<file path="config.mk">
export PLATFORM = sky130hd
export DESIGN_NAME = dect_top
export DESIGN_NICKNAME = d
export VERILOG_FILES = /design/src/rtl/dect_top.v
export VERILOG_INCLUDE_DIRS = /design/src /design/src/shared
export SDC_FILE = /design/constraint.sdc
export NUM_CORES = 1
export LEC_CHECK = 0
export BUFFER_PORTS_ARGS = -buffer_cell sky130_fd_sc_hd__buf_2
export CAP_MARGIN = 10
export CORE_MARGIN = 5
export CORE_UTILIZATION = 60
export CTS_CLUSTER_DIAMETER = 100
export DETAILED_ROUTE_END_ITERATION = 8
export PLACE_DENSITY = 0.78
export SLEW_MARGIN = 30
export SYNTH_ARGS = -nofsm -noshare
export SYNTH_HDL_FRONTEND = slang
export SYNTH_SLANG_ARGS = --single-unit
</file>
<file path="constraint.sdc">
create_clock -name clk_in -period 29.1 [get_ports clk_in]
set_clock_uncertainty 0.2 [all_clocks]
set_input_delay 8.73 -clock clk_in [delete_from_list [all_inputs] [get_ports clk_in]]
set_output_delay 8.73 -clock clk_in [all_outputs]
set_load 0.03 [all_outputs]
</file>
<file path="src/shared/dect_defs.vh">
// register map, field layout, reset values and timing for the dual
// event counter/timer; assumes the includer runs on one 250 MHz clock.
`ifndef DECT_DEFS_VH
`define DECT_DEFS_VH

// ----------------------------------------------------------------------
// register byte addresses
// ----------------------------------------------------------------------
`define DECT_ADDR_W 8
`define DECT_A_UNIT_SEL 8'h00
`define DECT_A_COUNT_SRC 8'h04
`define DECT_A_TRIG_SRC 8'h08
`define DECT_A_CLEAR_SRC 8'h0C
`define DECT_A_DELAY 8'h10
`define DECT_A_DURATION 8'h14
`define DECT_A_LIVE 8'h18
`define DECT_A_CAPTURED 8'h1C
`define DECT_A_STATE 8'h20
`define DECT_A_IRQ_STAT 8'h24
`define DECT_A_IRQ_MASK 8'h28

// ----------------------------------------------------------------------
// fields and widths
// ----------------------------------------------------------------------
`define DECT_CNT_W 32
`define DECT_SRC_LSB 0
`define DECT_SRC_MSB 4
`define DECT_QUAL_LSB 8
`define DECT_QUAL_MSB 10
`define DECT_IRQ_W 6
`define DECT_IRQ_WRAP_LSB 4

// source codes; the source vector bit index equals the code
`define DECT_SRC_OFF 5'h00
`define DECT_SRC_TICK 5'h01
// codes 02-05 line inputs, 06-09 soft outputs, 0A-0B unit begin,
// 0C-0D unit finish, 0E-0F lut cells, 10 open, 11 close, 12 arm wait
`define DECT_PULSE_MASK 32'h0003_3C02

// qualification codes
`define DECT_QUALIFY_LOW 3'h0
`define DECT_QUALIFY_HIGH 3'h1
`define DECT_QUALIFY_FALL 3'h2
`define DECT_QUALIFY_RISE 3'h3
`define DECT_QUALIFY_BOTH 3'h4

// unit state codes as read back
`define DECT_ST_IDLE 3'h0
`define DECT_ST_ARMED 3'h1
`define DECT_ST_RUNNING 3'h2
`define DECT_ST_DONE 3'h3
`define DECT_ST_WRAPPED 3'h4

// ----------------------------------------------------------------------
// reset values and timing
// ----------------------------------------------------------------------
`define DECT_QUAL_RST 3'h3
`define DECT_DELAY_RST 32'h0000_0001
`define DECT_DURATION_RST 32'h0000_0001
`define DECT_CLK_NS 4
`define DECT_TICK_NS 1000
`define DECT_TICK_CYCLES (`DECT_TICK_NS / `DECT_CLK_NS)

`endif

</file>
<file path="src/rtl/dect_top.v">
// two event counter/timer units with a plain register port and interrupt.
// assumes all signal inputs are synchronous to clk_in and that the
// register master never asserts both strobes in one cycle.
`timescale 1ns/10ps
`include "dect_defs.vh"

// Contract
// - two counter units 0 and 1; a select register picks which one
// - each unit counts hits of its chosen source; source off stops it
// - sources: tick, lines, soft outputs, unit events, lut, shutter, arm
// - count source qualified by low, high, fall, rise or both edges
// - begin event when the count reaches the start delay value
// - finish event when the count reaches the end duration value
// - trigger source and clear source exclusive; setting one drops other
// - unit starts counting when its trigger source fires
// - trigger qualified by low, high, fall, rise or both edges
// - unit ends and resets its count when its clear source fires
// - clear qualified by low, high, fall, rise or both edges
// - live count of the selected unit is readable, read only
// - count before a clear is captured; software may also write it
// - read-only state of the selected unit reflects its operation
// - state is idle, armed, running, done or wrapped
module dect_top (
    input wire clk_in,
    input wire rst_in,
    input wire [7:0] addr_in,
    input wire [31:0] wdata_in,
    input wire wr_en_in,
    input wire rd_en_in,
    input wire [3:0] line_in,
    input wire [3:0] soft_output_in,
    input wire [1:0] lut_cell_out_in,
    input wire shutter_open_event_in,
    input wire shutter_close_event_in,
    input wire frame_arm_wait_in,
    output wire [31:0] rdata_out,
    output wire irq_out,
    output wire [1:0] unit_begin_event_out,
    output wire [1:0] unit_finish_event_out
);

    // one-hot unit states
    localparam [4:0] S_IDLE = 5'b00001;
    localparam [4:0] S_ARMED = 5'b00010;
    localparam [4:0] S_RUNNING = 5'b00100;
    localparam [4:0] S_DONE = 5'b01000;
    localparam [4:0] S_WRAPPED = 5'b10000;
    localparam [31:0] TICK_LAST = `DECT_TICK_CYCLES - 1;
    localparam [31:0] CNT_MAX = 32'hFFFF_FFFF;
    localparam [31:0] PULSE_MASK = `DECT_PULSE_MASK;

    // ------------------------------------------------------------------
    // helpers
    // ------------------------------------------------------------------
    // pulse sources are taken as they are; levels go through the mode
    function qualify;
        input cur;
        input prev;
        input [2:0] mode;
        input pulse;
        begin
            if (pulse) begin
                qualify = cur;
            end else begin
                case (mode)
                    `DECT_QUALIFY_LOW: qualify = ~cur;
                    `DECT_QUALIFY_HIGH: qualify = cur;
                    `DECT_QUALIFY_FALL: qualify = prev & ~cur;
                    `DECT_QUALIFY_RISE: qualify = ~prev & cur;
                    `DECT_QUALIFY_BOTH: qualify = prev ^ cur;
                    default: qualify = 1'b0;
                endcase
            end
        end
    endfunction

    function [2:0] state_code;
        input [4:0] st;
        begin
            case (st)
                S_ARMED: state_code = `DECT_ST_ARMED;
                S_RUNNING: state_code = `DECT_ST_RUNNING;
                S_DONE: state_code = `DECT_ST_DONE;
                S_WRAPPED: state_code = `DECT_ST_WRAPPED;
                default: state_code = `DECT_ST_IDLE;
            endcase
        end
    endfunction

    // ------------------------------------------------------------------
    // microsecond tick divider
    // ------------------------------------------------------------------
    reg [7:0] tick_cnt_reg;
    reg tick_reg;

    // one-cycle enable every microsecond
    always @(posedge clk_in or posedge rst_in) begin
        if (rst_in) begin
            tick_cnt_reg <= 8'h00;
            tick_reg <= 1'b0;
        end else if (tick_cnt_reg == TICK_LAST[7:0]) begin
            tick_cnt_reg <= 8'h00;
            tick_reg <= 1'b1;
        end else begin
            tick_cnt_reg <= tick_cnt_reg + 8'h01;
            tick_reg <= 1'b0;
        end
    end

    // ------------------------------------------------------------------
    // shared source vector
    // ------------------------------------------------------------------
    reg unit_sel_reg;
    wire [1:0] begin_w;
    wire [1:0] finish_w;
    wire [31:0] src_vec;
    reg [31:0] src_prev_reg;

    // bit index is the source code; code 0 (off) is always low
    assign src_vec = {13'h0000, frame_arm_wait_in, shutter_close_event_in,
                      shutter_open_event_in, lut_cell_out_in, finish_w,
                      begin_w, soft_output_in, line_in, tick_reg,
                      1'b0};

    // previous sample feeds every edge qualifier
    always @(posedge clk_in or posedge rst_in) begin
        if (rst_in) begin
            src_prev_reg <= 32'h0000_0000;
        end else begin
            src_prev_reg <= src_vec;
        end
    end

    // decoded strobes, shared by all units
    wire wr_count_src = wr_en_in && (addr_in == `DECT_A_COUNT_SRC);
    wire wr_trig_src = wr_en_in && (addr_in == `DECT_A_TRIG_SRC);
    wire wr_clear_src = wr_en_in && (addr_in == `DECT_A_CLEAR_SRC);
    wire wr_delay = wr_en_in && (addr_in == `DECT_A_DELAY);
    wire wr_duration = wr_en_in && (addr_in == `DECT_A_DURATION);
    wire wr_captured = wr_en_in && (addr_in == `DECT_A_CAPTURED);
    wire [4:0] wsrc = wdata_in[`DECT_SRC_MSB:`DECT_SRC_LSB];
    wire [2:0] wqual = wdata_in[`DECT_QUAL_MSB:`DECT_QUAL_LSB];

    wire [31:0] live_w [0:1];
    wire [31:0] capt_w [0:1];
    wire [31:0] delay_w [0:1];
    wire [31:0] dur_w [0:1];
    wire [10:0] csrc_w [0:1];
    wire [10:0] tsrc_w [0:1];
    wire [10:0] rsrc_w [0:1];
    wire [2:0] st_w [0:1];
    wire [5:0] ev_set;

    // ------------------------------------------------------------------
    // counter units
    // ------------------------------------------------------------------
    genvar gi;
    generate
        for (gi = 0; gi < 2; gi = gi + 1) begin : unit
            localparam [31:0] IDX = gi;
            wire mine = (unit_sel_reg == IDX[0]);
            reg [4:0] cnt_src_reg;
            reg [2:0] cnt_qual_reg;
            reg [4:0] trig_src_reg;
            reg [2:0] trig_qual_reg;
            reg [4:0] clr_src_reg;
            reg [2:0] clr_qual_reg;
            reg [31:0] delay_reg;
            reg [31:0] dur_reg;
            reg [31:0] count_reg;
            reg [31:0] count_next;
            reg [31:0] capt_reg;
            reg [31:0] capt_next;
            reg [4:0] state_reg;
            reg [4:0] state_next;
            reg begin_reg;
            reg begin_next;
            reg finish_reg;
            reg finish_next;
            reg wrap_reg;
            reg wrap_next;
            wire restart;
            wire cnt_hit;
            wire trig_hit;
            wire clr_hit;
            wire [31:0] count_inc;

            // selected source, off forces no hit whatever the mode
            assign cnt_hit = (cnt_src_reg != `DECT_SRC_OFF) &&
                qualify(src_vec[cnt_src_reg], src_prev_reg[cnt_src_reg],
                        cnt_qual_reg,
                        PULSE_MASK[cnt_src_reg]);
            assign trig_hit = (trig_src_reg != `DECT_SRC_OFF) &&
                qualify(src_vec[trig_src_reg], src_prev_reg[trig_src_reg],
                        trig_qual_reg,
                        PULSE_MASK[trig_src_reg]);
            assign clr_hit = (clr_src_reg != `DECT_SRC_OFF) &&
                qualify(src_vec[clr_src_reg], src_prev_reg[clr_src_reg],
                        clr_qual_reg,
                        PULSE_MASK[clr_src_reg]);
            assign count_inc = count_reg + 32'h0000_0001;
            // any configuration write to this unit starts it afresh
            assign restart = mine && (wr_count_src || wr_trig_src ||
                wr_clear_src || wr_delay || wr_duration);

            // configuration writes for the selected unit
            always @(posedge clk_in or posedge rst_in) begin
                if (rst_in) begin
                    cnt_src_reg <= `DECT_SRC_OFF;
                    cnt_qual_reg <= `DECT_QUAL_RST;
                    trig_src_reg <= `DECT_SRC_OFF;
                    trig_qual_reg <= `DECT_QUAL_RST;
                    clr_src_reg <= `DECT_SRC_OFF;
                    clr_qual_reg <= `DECT_QUAL_RST;
                    delay_reg <= `DECT_DELAY_RST;
                    dur_reg <= `DECT_DURATION_RST;
                end else if (mine) begin
                    if (wr_count_src) begin
                        cnt_src_reg <= wsrc;
                        cnt_qual_reg <= wqual;
                    end
                    if (wr_trig_src) begin
                        trig_src_reg <= wsrc;
                        trig_qual_reg <= wqual;
                        if (wsrc != `DECT_SRC_OFF) begin
                            clr_src_reg <= `DECT_SRC_OFF;
                        end
                    end
                    if (wr_clear_src) begin
                        clr_src_reg <= wsrc;
                        clr_qual_reg <= wqual;
                        if (wsrc != `DECT_SRC_OFF) begin
                            trig_src_reg <= `DECT_SRC_OFF;
                        end
                    end
                    if (wr_delay) begin
                        delay_reg <= wdata_in;
                    end
                    if (wr_duration) begin
                        dur_reg <= wdata_in;
                    end
                end
            end

            // unit sequencing; a clear capture beats a software write
            always @* begin
                state_next = state_reg;
                count_next = count_reg;
                capt_next = (mine && wr_captured) ? wdata_in : capt_reg;
                begin_next = 1'b0;
                finish_next = 1'b0;
                wrap_next = 1'b0;
                if (restart) begin
                    state_next = S_IDLE;
                    count_next = 32'h0000_0000;
                end else begin
                    case (state_reg)
                        S_IDLE: begin
                            if (cnt_src_reg != `DECT_SRC_OFF) begin
                                state_next = S_ARMED;
                            end
                        end
                        S_ARMED: begin
                            if (trig_src_reg == `DECT_SRC_OFF || trig_hit) begin
                                state_next = S_RUNNING;
                            end
                        end
                        S_RUNNING: begin
                            if (clr_hit) begin
                                capt_next = count_reg;
                                count_next = 32'h0000_0000;
                                state_next = S_ARMED;
                            end else if (cnt_hit) begin
                                if (count_reg == CNT_MAX) begin
                                    count_next = 32'h0000_0000;
                                    state_next = S_WRAPPED;
                                    wrap_next = 1'b1;
                                end else begin
                                    count_next = count_inc;
                                    if (count_inc == delay_reg) begin
                                        begin_next = 1'b1;
                                    end
                                    if (count_inc == dur_reg) begin
                                        finish_next = 1'b1;
                                        state_next = S_DONE;
                                    end
                                end
                            end
                        end
                        S_DONE, S_WRAPPED: begin
                            if (clr_hit) begin
                                capt_next = count_reg;
                                count_next = 32'h0000_0000;
                                state_next = S_ARMED;
                            end
                        end
                        default: begin
                            state_next = S_IDLE;
                        end
                    endcase
                end
            end

            // unit state flops; events last exactly one clock
            always @(posedge clk_in or posedge rst_in) begin
                if (rst_in) begin
                    state_reg <= S_IDLE;
                    count_reg <= 32'h0000_0000;
                    capt_reg <= 32'h0000_0000;
                    begin_reg <= 1'b0;
                    finish_reg <= 1'b0;
                    wrap_reg <= 1'b0;
                end else begin
                    state_reg <= state_next;
                    count_reg <= count_next;
                    capt_reg <= capt_next;
                    begin_reg <= begin_next;
                    finish_reg <= finish_next;
                    wrap_reg <= wrap_next;
                end
            end

            // readback and event fan-out
            assign begin_w[gi] = begin_reg;
            assign finish_w[gi] = finish_reg;
            assign live_w[gi] = count_reg;
            assign capt_w[gi] = capt_reg;
            assign delay_w[gi] = delay_reg;
            assign dur_w[gi] = dur_reg;
            assign csrc_w[gi] = {cnt_qual_reg, 3'h0, cnt_src_reg};
            assign tsrc_w[gi] = {trig_qual_reg, 3'h0, trig_src_reg};
            assign rsrc_w[gi] = {clr_qual_reg, 3'h0, clr_src_reg};
            assign st_w[gi] = state_code(state_reg);
            assign ev_set[2 * gi] = begin_reg;
            assign ev_set[2 * gi + 1] = finish_reg;
            assign ev_set[`DECT_IRQ_WRAP_LSB + gi] = wrap_reg;
        end
    endgenerate

    // ------------------------------------------------------------------
    // register port and interrupt
    // ------------------------------------------------------------------
    reg [31:0] rdata_reg;
    reg [31:0] rdata_next;
    reg [5:0] irq_stat_reg;
    reg [5:0] irq_mask_reg;
    reg irq_reg;
    wire [5:0] irq_stat_next;
    wire rd_stat = rd_en_in && (addr_in == `DECT_A_IRQ_STAT);

    // read mux; unmapped addresses read zero
    always @* begin
        rdata_next = 32'h0000_0000;
        case (addr_in)
            `DECT_A_UNIT_SEL: rdata_next = {31'h0, unit_sel_reg};
            `DECT_A_COUNT_SRC: rdata_next = {21'h0, csrc_w[unit_sel_reg]};
            `DECT_A_TRIG_SRC: rdata_next = {21'h0, tsrc_w[unit_sel_reg]};
            `DECT_A_CLEAR_SRC: rdata_next = {21'h0, rsrc_w[unit_sel_reg]};
            `DECT_A_DELAY: rdata_next = delay_w[unit_sel_reg];
            `DECT_A_DURATION: rdata_next = dur_w[unit_sel_reg];
            `DECT_A_LIVE: rdata_next = live_w[unit_sel_reg];
            `DECT_A_CAPTURED: rdata_next = capt_w[unit_sel_reg];
            `DECT_A_STATE: rdata_next = {29'h0, st_w[unit_sel_reg]};
            `DECT_A_IRQ_STAT: rdata_next = {26'h0, irq_stat_reg};
            `DECT_A_IRQ_MASK: rdata_next = {26'h0, irq_mask_reg};
            default: rdata_next = 32'h0000_0000;
        endcase
    end

    // read-to-clear, but a new event in the same cycle stays set
    assign irq_stat_next = (rd_stat ? 6'h00 : irq_stat_reg) | ev_set;

    // read data lives one cycle only; irq is a registered level
    always @(posedge clk_in or posedge rst_in) begin
        if (rst_in) begin
            rdata_reg <= 32'h0000_0000;
            unit_sel_reg <= 1'b0;
            irq_stat_reg <= 6'h00;
            irq_mask_reg <= 6'h00;
            irq_reg <= 1'b0;
        end else begin
            rdata_reg <= rd_en_in ? rdata_next : 32'h0000_0000;
            if (wr_en_in && addr_in == `DECT_A_UNIT_SEL) begin
                unit_sel_reg <= wdata_in[0];
            end
            if (wr_en_in && addr_in == `DECT_A_IRQ_MASK) begin
                irq_mask_reg <= wdata_in[5:0];
            end
            irq_stat_reg <= irq_stat_next;
            irq_reg <= |(irq_stat_next & irq_mask_reg);
        end
    end

    assign rdata_out = rdata_reg;
    assign irq_out = irq_reg;
    assign unit_begin_event_out = begin_w;
    assign unit_finish_event_out = finish_w;

endmodule

</file>
[After elaboration in Yosys (flattened, before gate mapping)]
Memory sizes are Yosys's and may differ from the RTL's.
Cells that the tools add are included.
Operators by class
  add/subtract/negate cells: 3
  $lt $le $gt $ge: 7
  equal/unequal tests: 61
  muxes and demuxes: 154
  bitwise logic cells: 34
  reductions and logical operators: 66
Operators with widths (count)
  32-bit 2-to-1 mux: 31
  32-bit one-hot mux with 11 select lines: 1
  32-bit equality test: 4
  32-bit one-hot mux with 2 select lines: 2
  5-bit 2-to-1 mux: 25
  11-bit 2-to-1 mux: 9
  32-bit by 1-bit adder with 32-bit output (second input constant): 2
  32-bit equality test (second input constant): 2
  1-bit binary-select mux with 5-bit select: 12
  1-bit 2-to-1 mux: 59
  5-bit one-hot mux with 4 select lines: 2
  3-bit by 2-bit equality test with 1-bit output (second input constant): 12
  5-bit by 6-bit < comparator with 1-bit output (second input constant): 6
  5-bit nonzero test: 7
  8-bit by 5-bit equality test with 1-bit output (second input constant): 4
  1-bit one-hot mux with 5 select lines: 6
  8-bit by 6-bit equality test with 1-bit output (second input constant): 3
  3-bit one-hot mux with 4 select lines: 2
  2-bit AND reduction: 10
  1-bit logical AND: 19
  3-bit by 1-bit equality test with 1-bit output (second input constant): 6
  3-bit equality test (second input constant): 6
  3-bit logical NOT: 6
  3-bit != test (second input constant): 6
  31 further kinds: 83
Word-level totals
  bits in registers: 393
  bits in read-only memories: 192
  input port bits: 57
  logic and storage cells: 367
  memories: 6
Memory list
  (no name shown): words 32, bits a word 1, rd ports 1, clocked after memory_dff 0, wr ports 0, RTL line dect_top.v:200  | PULSE_MASK[clr_src_reg]);
  (no name shown): words 32, bits a word 1, rd ports 1, clocked after memory_dff 0, wr ports 0, RTL line dect_top.v:196  | PULSE_MASK[trig_src_reg]);
  (no name shown): words 32, bits a word 1, rd ports 1, clocked after memory_dff 0, wr ports 0, RTL line dect_top.v:192  | PULSE_MASK[cnt_src_reg]);
  (no name shown): words 32, bits a word 1, rd ports 1, clocked after memory_dff 0, wr ports 0, RTL line dect_top.v:200
  (no name shown): words 32, bits a word 1, rd ports 1, clocked after memory_dff 0, wr ports 0, RTL line dect_top.v:196
  (no name shown): words 32, bits a word 1, rd ports 1, clocked after memory_dff 0, wr ports 0, RTL line dect_top.v:192

[Longest topological paths before layout]
Gate-level depths: netlist (run 1).
  depth in word-level cells: 11
  depth in mapped cells: 20

[Least setup slack after synthesis (run 1)]
OpenSTA, ideal clock, no wires.
  kind: input port to flip-flop
  start: input lut_cell_out_in[1]
  end: register unit[0].count_reg[28]
  library setup time: 0.135 ns
  arrival: 11.874 ns
  path slack: 16.890 ns
  stages on the path: 17
  buffers on the path: 2
  cells stage by stage: mux4_2 -> mux2_2 -> o2bb2ai_1 -> nor2_1 -> inv_1 -> ha_1 -> a21oi_1 -> o21bai_1 -> a221o_1 -> or4_1 -> nand2_1 -> nand3b_1 -> buf_2 -> buf_2 -> a21oi_1 -> o21ai_0 -> o31ai_1
On the way
  word-level cells in the longest chain between the ends: 10
  elaborated cells between the ends (all ways): 24
  those cells by class: eq/ne (2); mux (11); bitwise (8); reduce/logical (3)
RTL lines
  from (decl): RTL line dect_top.v:32  | input wire [1:0] lut_cell_out_in,
  1-bit binary-select mux with 5-bit select: RTL line dect_top.v:198  | qualify(src_vec[clr_src_reg], src_prev_reg[clr_src_reg],
  1-bit 2-to-1 mux (not written as such): RTL line dect_top.v:198
  1-bit inverter: RTL line dect_top.v:66, dect_top.v:68
  1-bit AND: RTL line dect_top.v:68  | `DECT_QUALIFY_FALL: qualify = prev & ~cur;
  1-bit one-hot mux with 5 select lines: RTL line dect_top.v:65  | case (mode)
  1-bit 2-to-1 mux: RTL line dect_top.v:62  | if (pulse) begin
  1-bit logical AND: RTL line dect_top.v:197  | assign clr_hit = (clr_src_reg != `DECT_SRC_OFF) &&
  32-bit 2-to-1 mux: RTL line dect_top.v:269  | if (clr_hit) begin
  32-bit one-hot mux with 2 select lines: RTL line dect_top.v:257  | case (state_reg)
  32-bit 2-to-1 mux: RTL line dect_top.v:253  | if (restart) begin
  to (signal assigned): RTL line dect_top.v:315  | count_reg <= count_next;
  to (decl): RTL line dect_top.v:170  | reg [31:0] count_reg;
Several ways; a longest one is shown, not always the timed one. The select of a mux whose other input is x is not followed.
A chain may end at the register's enable or synchronous reset.

[Final worst setup path (run 1)]
  start: input lut_cell_out_in[1]
  end: register unit[0].count_reg[0]
The elaborated chain is that of the path after synthesis.

==> results of run 1 <==
-- final timing paths --
check	from	endpoint	slack [ps]	cells after the start
worst min-delay path	tick_cnt_reg[7]	tick_cnt_reg[7]	280	1
max in group asynchronous	rst_in	unit[0].delay_reg[19]	18720	5
worst max-delay path	lut_cell_out_in[1]	unit[0].count_reg[0]	16440	17
min in group asynchronous	rst_in	tick_cnt_reg[6]	8100	2
worst min register to register	tick_cnt_reg[7]	tick_cnt_reg[7]	280	1
worst max register to register	unit[0].clr_src_reg[1]	unit[0].count_reg[0]	23550	16
-- layout make-up --
type                       count  area [um2]
fill                        3167       14000
multi-input combinational   1836       13900
sequential                   393        9860
clock buffer                  59        1280
timing repair buffer         121         707
tap                          532         666
inverter                      58         225
clock inverter                21         160
antenna                        3        7.51
-- synthesized netlist by cell type, types with 8 or more instances --
cell,instances,area share
xnor2_1,100,0.035
o211ai_1,10,0.0030
nor4_1,28,0.0071
mux2i_1,101,0.041
xor2_1,59,0.021
a31oi_1,13,0.0033
a21o_1,10,0.0030
nor2_1,156,0.024
nand2b_1,20,0.0051
a22oi_1,76,0.023
and4_1,15,0.0053
ha_1,22,0.011
nor2b_1,27,0.0068
o2bb2ai_1,8,0.0028
clkbuf_1,161,0.024
a222oi_1,11,0.0044
a221oi_1,14,0.0050
xnor3_1,8,0.0073
o21ai_0,168,0.034
nand3_1,72,0.015
and3_1,26,0.0066
nor3_1,61,0.012
nand2_1,164,0.025
a21oi_1,90,0.018
a22o_1,69,0.024
or3_1,13,0.0033
dfrtp_1,375,0.38
buf_2,28,0.0057
buf_1,19,0.0029
and2_1,12,0.0030
nand4_1,32,0.0081
or4_1,16,0.0049
mux2_2,192,0.087
inv_1,58,0.0088
mux4_2,42,0.038
a311oi_1,21,0.0074
o31ai_1,35,0.011
nand3b_1,13,0.0039
dfstp_2,18,0.019
nand4b_1,8,0.0028
-- stage by stage --
stage / utilization / instances
after global placement: 0.619 / 2939
after floorplan: - / 2501
final: 0.656 / 3023
after CTS: 0.655 / 3019
after detailed placement: 0.620 / 2939
after global routing: 0.656 / 3021
-- metal layers --
metal | wire [um] | global-route usage
met5 | 12 | 0
met2 | 38300 | 0.580
met3 | 7090 | 0.0616
met1 | 31700 | 0.481
met4 | 6070 | 0.207
-- worst max-delay path, cell delays in order --
cell       delay [ps]
buf_2             150
mux4_2            480
mux2_2            270
o2bb2ai_1         200
nor2_1            160
inv_1              60
ha_1              280
a21oi_1           150
o21bai_1           90
a221o_1           290
or4_1             460
nand2_1           200
nand3b_1          180
buf_4             360
inv_1             130
nand2_1           520
o21ai_0           180
-- report_power, final --
part / total (mW) / switching, mW / internal (mW)
Clock: 0.561 / 0.242 / 0.319
Combinational: 0.154 / 0.0899 / 0.0643
Sequential: 0.606 / 0.0333 / 0.572
-- logic make-up after synthesis --
| kind of cell | Yosys count | share of synthesized area |
|---|---|---|
| buffers and inverters | 272 | 0.0437 |
| DFF | 393 | 0.398 |
| adders and majority gates | 23 | 0.0115 |
| AOI/OAI and AO/OA | 599 | 0.164 |
| xor gates and xnor gates | 168 | 0.0645 |
| and+or+nand+nor | 710 | 0.151 |
| muxes | 336 | 0.167 |
==> impl_metrics.tcl, run 1 <==
set metrics [dict create \
    dpl_cell_area_mm2 0.0253 \
    end_kind "flop" \
    routed_via_density 7.04 \
    ys.flop_type "dfrtp_1" \
    synth_edf_count 0 \
    nets 2533 \
    io_pins 94 \
    grt_first_pass_wirelength_um 128000 \
    p_total_mw 1.32 \
    dp_slack_ps 15900 \
    die_x_um 213 \
    arrival_ps 12890 \
    cts_hold_repair.buffers 0 \
    htreeDepth 2 \
    p_leak_nw 12.0 \
    gp_congestion 1.02 \
    core_mm2 0.0408 \
    io_buffer_count 93 \
    hold-worst-slack_ps 282 \
    period_share 0.435 \
    vias 21300 \
    track_usage 0.366 \
    syn_inst 2501 \
    grt_pass1_vias 20700 \
    syn_area_mm2 0.0247 \
    die_area_mm2 0.0454 \
    clockBufferDepth 3 \
    wl_per_cell_um 27.5 \
    post-route-min-period_ps 12660 \
    setup_viol 0 \
    cp.required_ps 29330 \
    startpoint_type "input pin" \
    drc 0 \
    status "completed" \
    cts_resized 0 \
    start_util 0.606 \
    crit_fanout 31 \
    cts_setup_buffers 0 \
    synth-seq-cells 393 \
    cts.sinks 393 \
    synth_cell_types 87 \
    crit_type "input pin to flop" \
    drt_iter0_markers 2784 \
    grt_overflow 0 \
    clk-insertion-delay-late_ps 600 \
    drt_wl_total_um 83200 \
    drtAntennaViolNets 0 \
    clk_pin_slew_worst_paths_ps 60 \
    final_cell_mix "dfrtp_1, mux2_2, o21ai_0, nand2_1, nor2_1" \
    area_growth_pct 8.22 \
    syn_avg_cell_area_um2 9.90 \
    cts_tree "yes" \
    async_reset_ff_frac 1.00 \
    drive_gt1_frac 0.197 \
    core.rowCount 74 \
    final_common_cell "dfrtp_1" \
    p_per_area_mw_per_mm2 49.3 \
    syn_nets 2580 \
    rsz0062_at_grt "no" \
    root_buffer "clkbuf_16" \
    worst_pin_slew_ps 1040 \
    numCtsBuffers 44 \
    drv_slew 0 \
    grt_max_degree 110 \
    dr.pass1.iters 7 \
    fmax_mhz 79.0 \
    fin_area_mm2 0.0268 \
    antenna_found_initial 5 \
    holdCritPathClass "flop to flop" \
    synth_seq_area_share 0.398 \
    setup_tns_ps 0 \
    ir_worst_vdd_mv 0.0508 \
    max_slew_margin 0.306 \
    max_cap_viol_count 0 \
    fin_ws_ps 16440 \
    die_y_um 213 \
    yosysWarnings 0 \
    dpl.hpwl_um 57800 \
    final_hold_viol_count 0 \
]
(Power assumes the default switching activity.)
==> run 2: changes to the inputs <==
Clock period 29.1 ns to 12 ns, I/O delays scaled along.
==> run 2 against run 1 <==
- global-route usage grew 0.34 points
- via count grew 1.3%
- combinational power grew 150%
- clock power grew to 2.7 times the previous value
- first-iteration DRC count shrank 0.47%
- critical path type unchanged
- non-clock buffer count shrank 1
- worst setup slack lost 12000 ps
- sequential power grew 140%
- register-to-register slack lost 17000 ps
- critical endpoint is now unit[0].count_reg[8]
==> impl_metrics.tcl, run 2 (synthesis gave the netlist of run 1 again) <==
set metrics [dict create \
    status "completed" \
    ir_worst_vdd_mv 0.101 \
    cts.sinks 393 \
    max_slew_margin 0.348 \
    cts_tree "yes" \
    cp.required_ps 12230 \
    io_pins 94 \
    fin_area_mm2 0.0269 \
    antenna_cells 0 \
    grt_overflow 0 \
    grt_max_degree 167 \
    die_x_um 213 \
    clk-insertion-delay-late_ps 590 \
    cts_setup_buffers 0 \
    arrival_ps 7840 \
    root_buffer "clkbuf_16" \
    cp-endpoint "unit[0].count_reg[8]" \
    dpl.hpwl_um 57700 \
    rr_endpoint "unit[0].count_reg[8]" \
    routed_via_density 7.14 \
    clk_pin_slew_worst_paths_ps 60 \
    grt_pass1_vias 21000 \
    antenna_found_initial 1 \
    holdCritPathClass "flop to flop" \
    period_share 0.634 \
    core_mm2 0.0408 \
    ff2ff_path_depth 16 \
    max_cap_viol_count 0 \
    drv_slew 0 \
    htreeDepth 2 \
    end_kind "flop" \
    cp_num_cells 17 \
    start_util 0.606 \
    final_common_cell "dfrtp_1" \
    critical_path.top_delay_family "simple AND/OR/NAND/NOR gates" \
    crit_type "input pin to flop" \
    track_usage 0.370 \
    drt_wl_total_um 84400 \
    die_area_mm2 0.0454 \
    grt_first_pass_wirelength_um 129000 \
    startpoint_type "input pin" \
    drive_gt1_frac 0.198 \
    worst_pin_slew_ps 978 \
    final_hold_viol_count 0 \
    p_per_area_mw_per_mm2 124 \
    crit_start "lut_cell_out_in[0]" \
    reg2reg_from "unit[0].clr_src_reg[1]" \
    drc 0 \
    crit_fanout 31 \
    numCtsBuffers 44 \
    final_cell_mix "dfrtp_1, mux2_2, o21ai_0, nand2_1, nor2_1" \
    crit_buf_inv 4 \
    nets 2532 \
    p_leak_nw 12.0 \
    max_stage_delay_ps 550 \
    worst_path_max_delay_cell "nand2_1" \
    area_growth_pct 8.87 \
    p_total_mw 3.34 \
    post-route-min-period_ps 7610 \
    core.rowCount 74 \
    reg2reg_slack_ps 6370 \
    cts_hold_repair.buffers 0 \
    fmax_mhz 131 \
    gp_congestion 0.996 \
    cp_cell_sequence "buf_2, mux4_2, mux2_2, o2bb2ai_1, nor2_1, inv_1, ha_1, a21oi_1, o21bai_1, a221o_1, or4_1, nand2_1, nand3b_1, buf_4, inv_1, nand2_1, o21ai_0" \
    drtAntennaViolNets 0 \
    setup_tns_ps 0 \
    dpl_cell_area_mm2 0.0253 \
    dr.pass1.iters 8 \
    vias 21600 \
    rsz0062_at_grt "no" \
    io_buffer_count 93 \
    wl_per_cell_um 28.0 \
    cts_resized 0 \
    die_y_um 213 \
    clockBufferDepth 3 \
    drt_iter0_markers 2771 \
    setup_viol 0 \
]
==> run 2: changes by cell type in the layout (fill, tap and decap cells not counted), sizes merged <==
| cell | delta |
|---|---|
| bufinv | +7 |
| clkbuf | -5 |
| clkinv | -5 |
| diode | -3 |
| clkinvlp | +2 |
| buf | -1 |
==> run 2: worst min-delay path by stage <==
stage	cells after the start	start	slack, ps	to
floorplan	1	unit[1].wrap_reg	220	irq_stat_reg[5]
global placement	1	tick_cnt_reg[7]	270	tick_cnt_reg[7]
detailed placement	1	tick_cnt_reg[7]	270	tick_cnt_reg[7]
CTS	1	tick_cnt_reg[7]	280	tick_cnt_reg[7]
global route	1	irq_stat_reg[3]	340	irq_stat_reg[3]
finish	1	tick_cnt_reg[7]	280	tick_cnt_reg[7]
==> run 2: worst reg2reg max path, stage by stage, from the launching register on <==
cell and delay, ps:
dfrtp_1 950, mux2_2 430, nand2_1 70, o21ai_0 90, mux4_2 530, o21ai_0 320, ha_1 300, a21oi_1 150
o21bai_1 90, a221o_1 290, or4_1 470, nand2_1 200, nand3b_1 170, buf_4 360, inv_1 120, nand2_1 550
o21ai_0 200
==> run 2: per-stage QoR <==
step                      utilization  worst slack [ps]  instances  hold WS (ps)
after global routing            0.660              4130       3018           342
final                           0.660              4390       3018           275
after global placement          0.619              3980       2937           266
after detailed placement        0.620              3900       2938           274
after CTS                       0.659              4470       3017           278
after floorplan                     -              2930       2501           224
==> run 2: per-layer routing <==
metal / up-vias / GRT usage / routed length (um)
met2: 1352 / 0.580 / 38400
met1: 10700 / 0.486 / 31800
met3: 308 / 0.0663 / 8210
met4: 2 / 0.212 / 5960
met5: - / 0 / 14
li1: 9181 / - / -
==> run 2: report_power, final <==
part / leakage [nW] / internal (mW) / switching (mW)
clock network: 0.774 / 0.903 / 0.592
logic: 5.93 / 0.157 / 0.221
registers: 5.33 / 1.39 / 0.0820
total: 12.0 / 2.45 / 0.896
==> run 2: cell type report <==
cell class	instances	area (um2)
Clock inverter	25	354
Fill cell	3181	13900
Timing Repair Buffer	120	721
Clock buffer	54	1230
Multi-Input combinational cell	1836	13900
Tap cell	532	666
Sequential cell	393	9860
Inverter	58	221
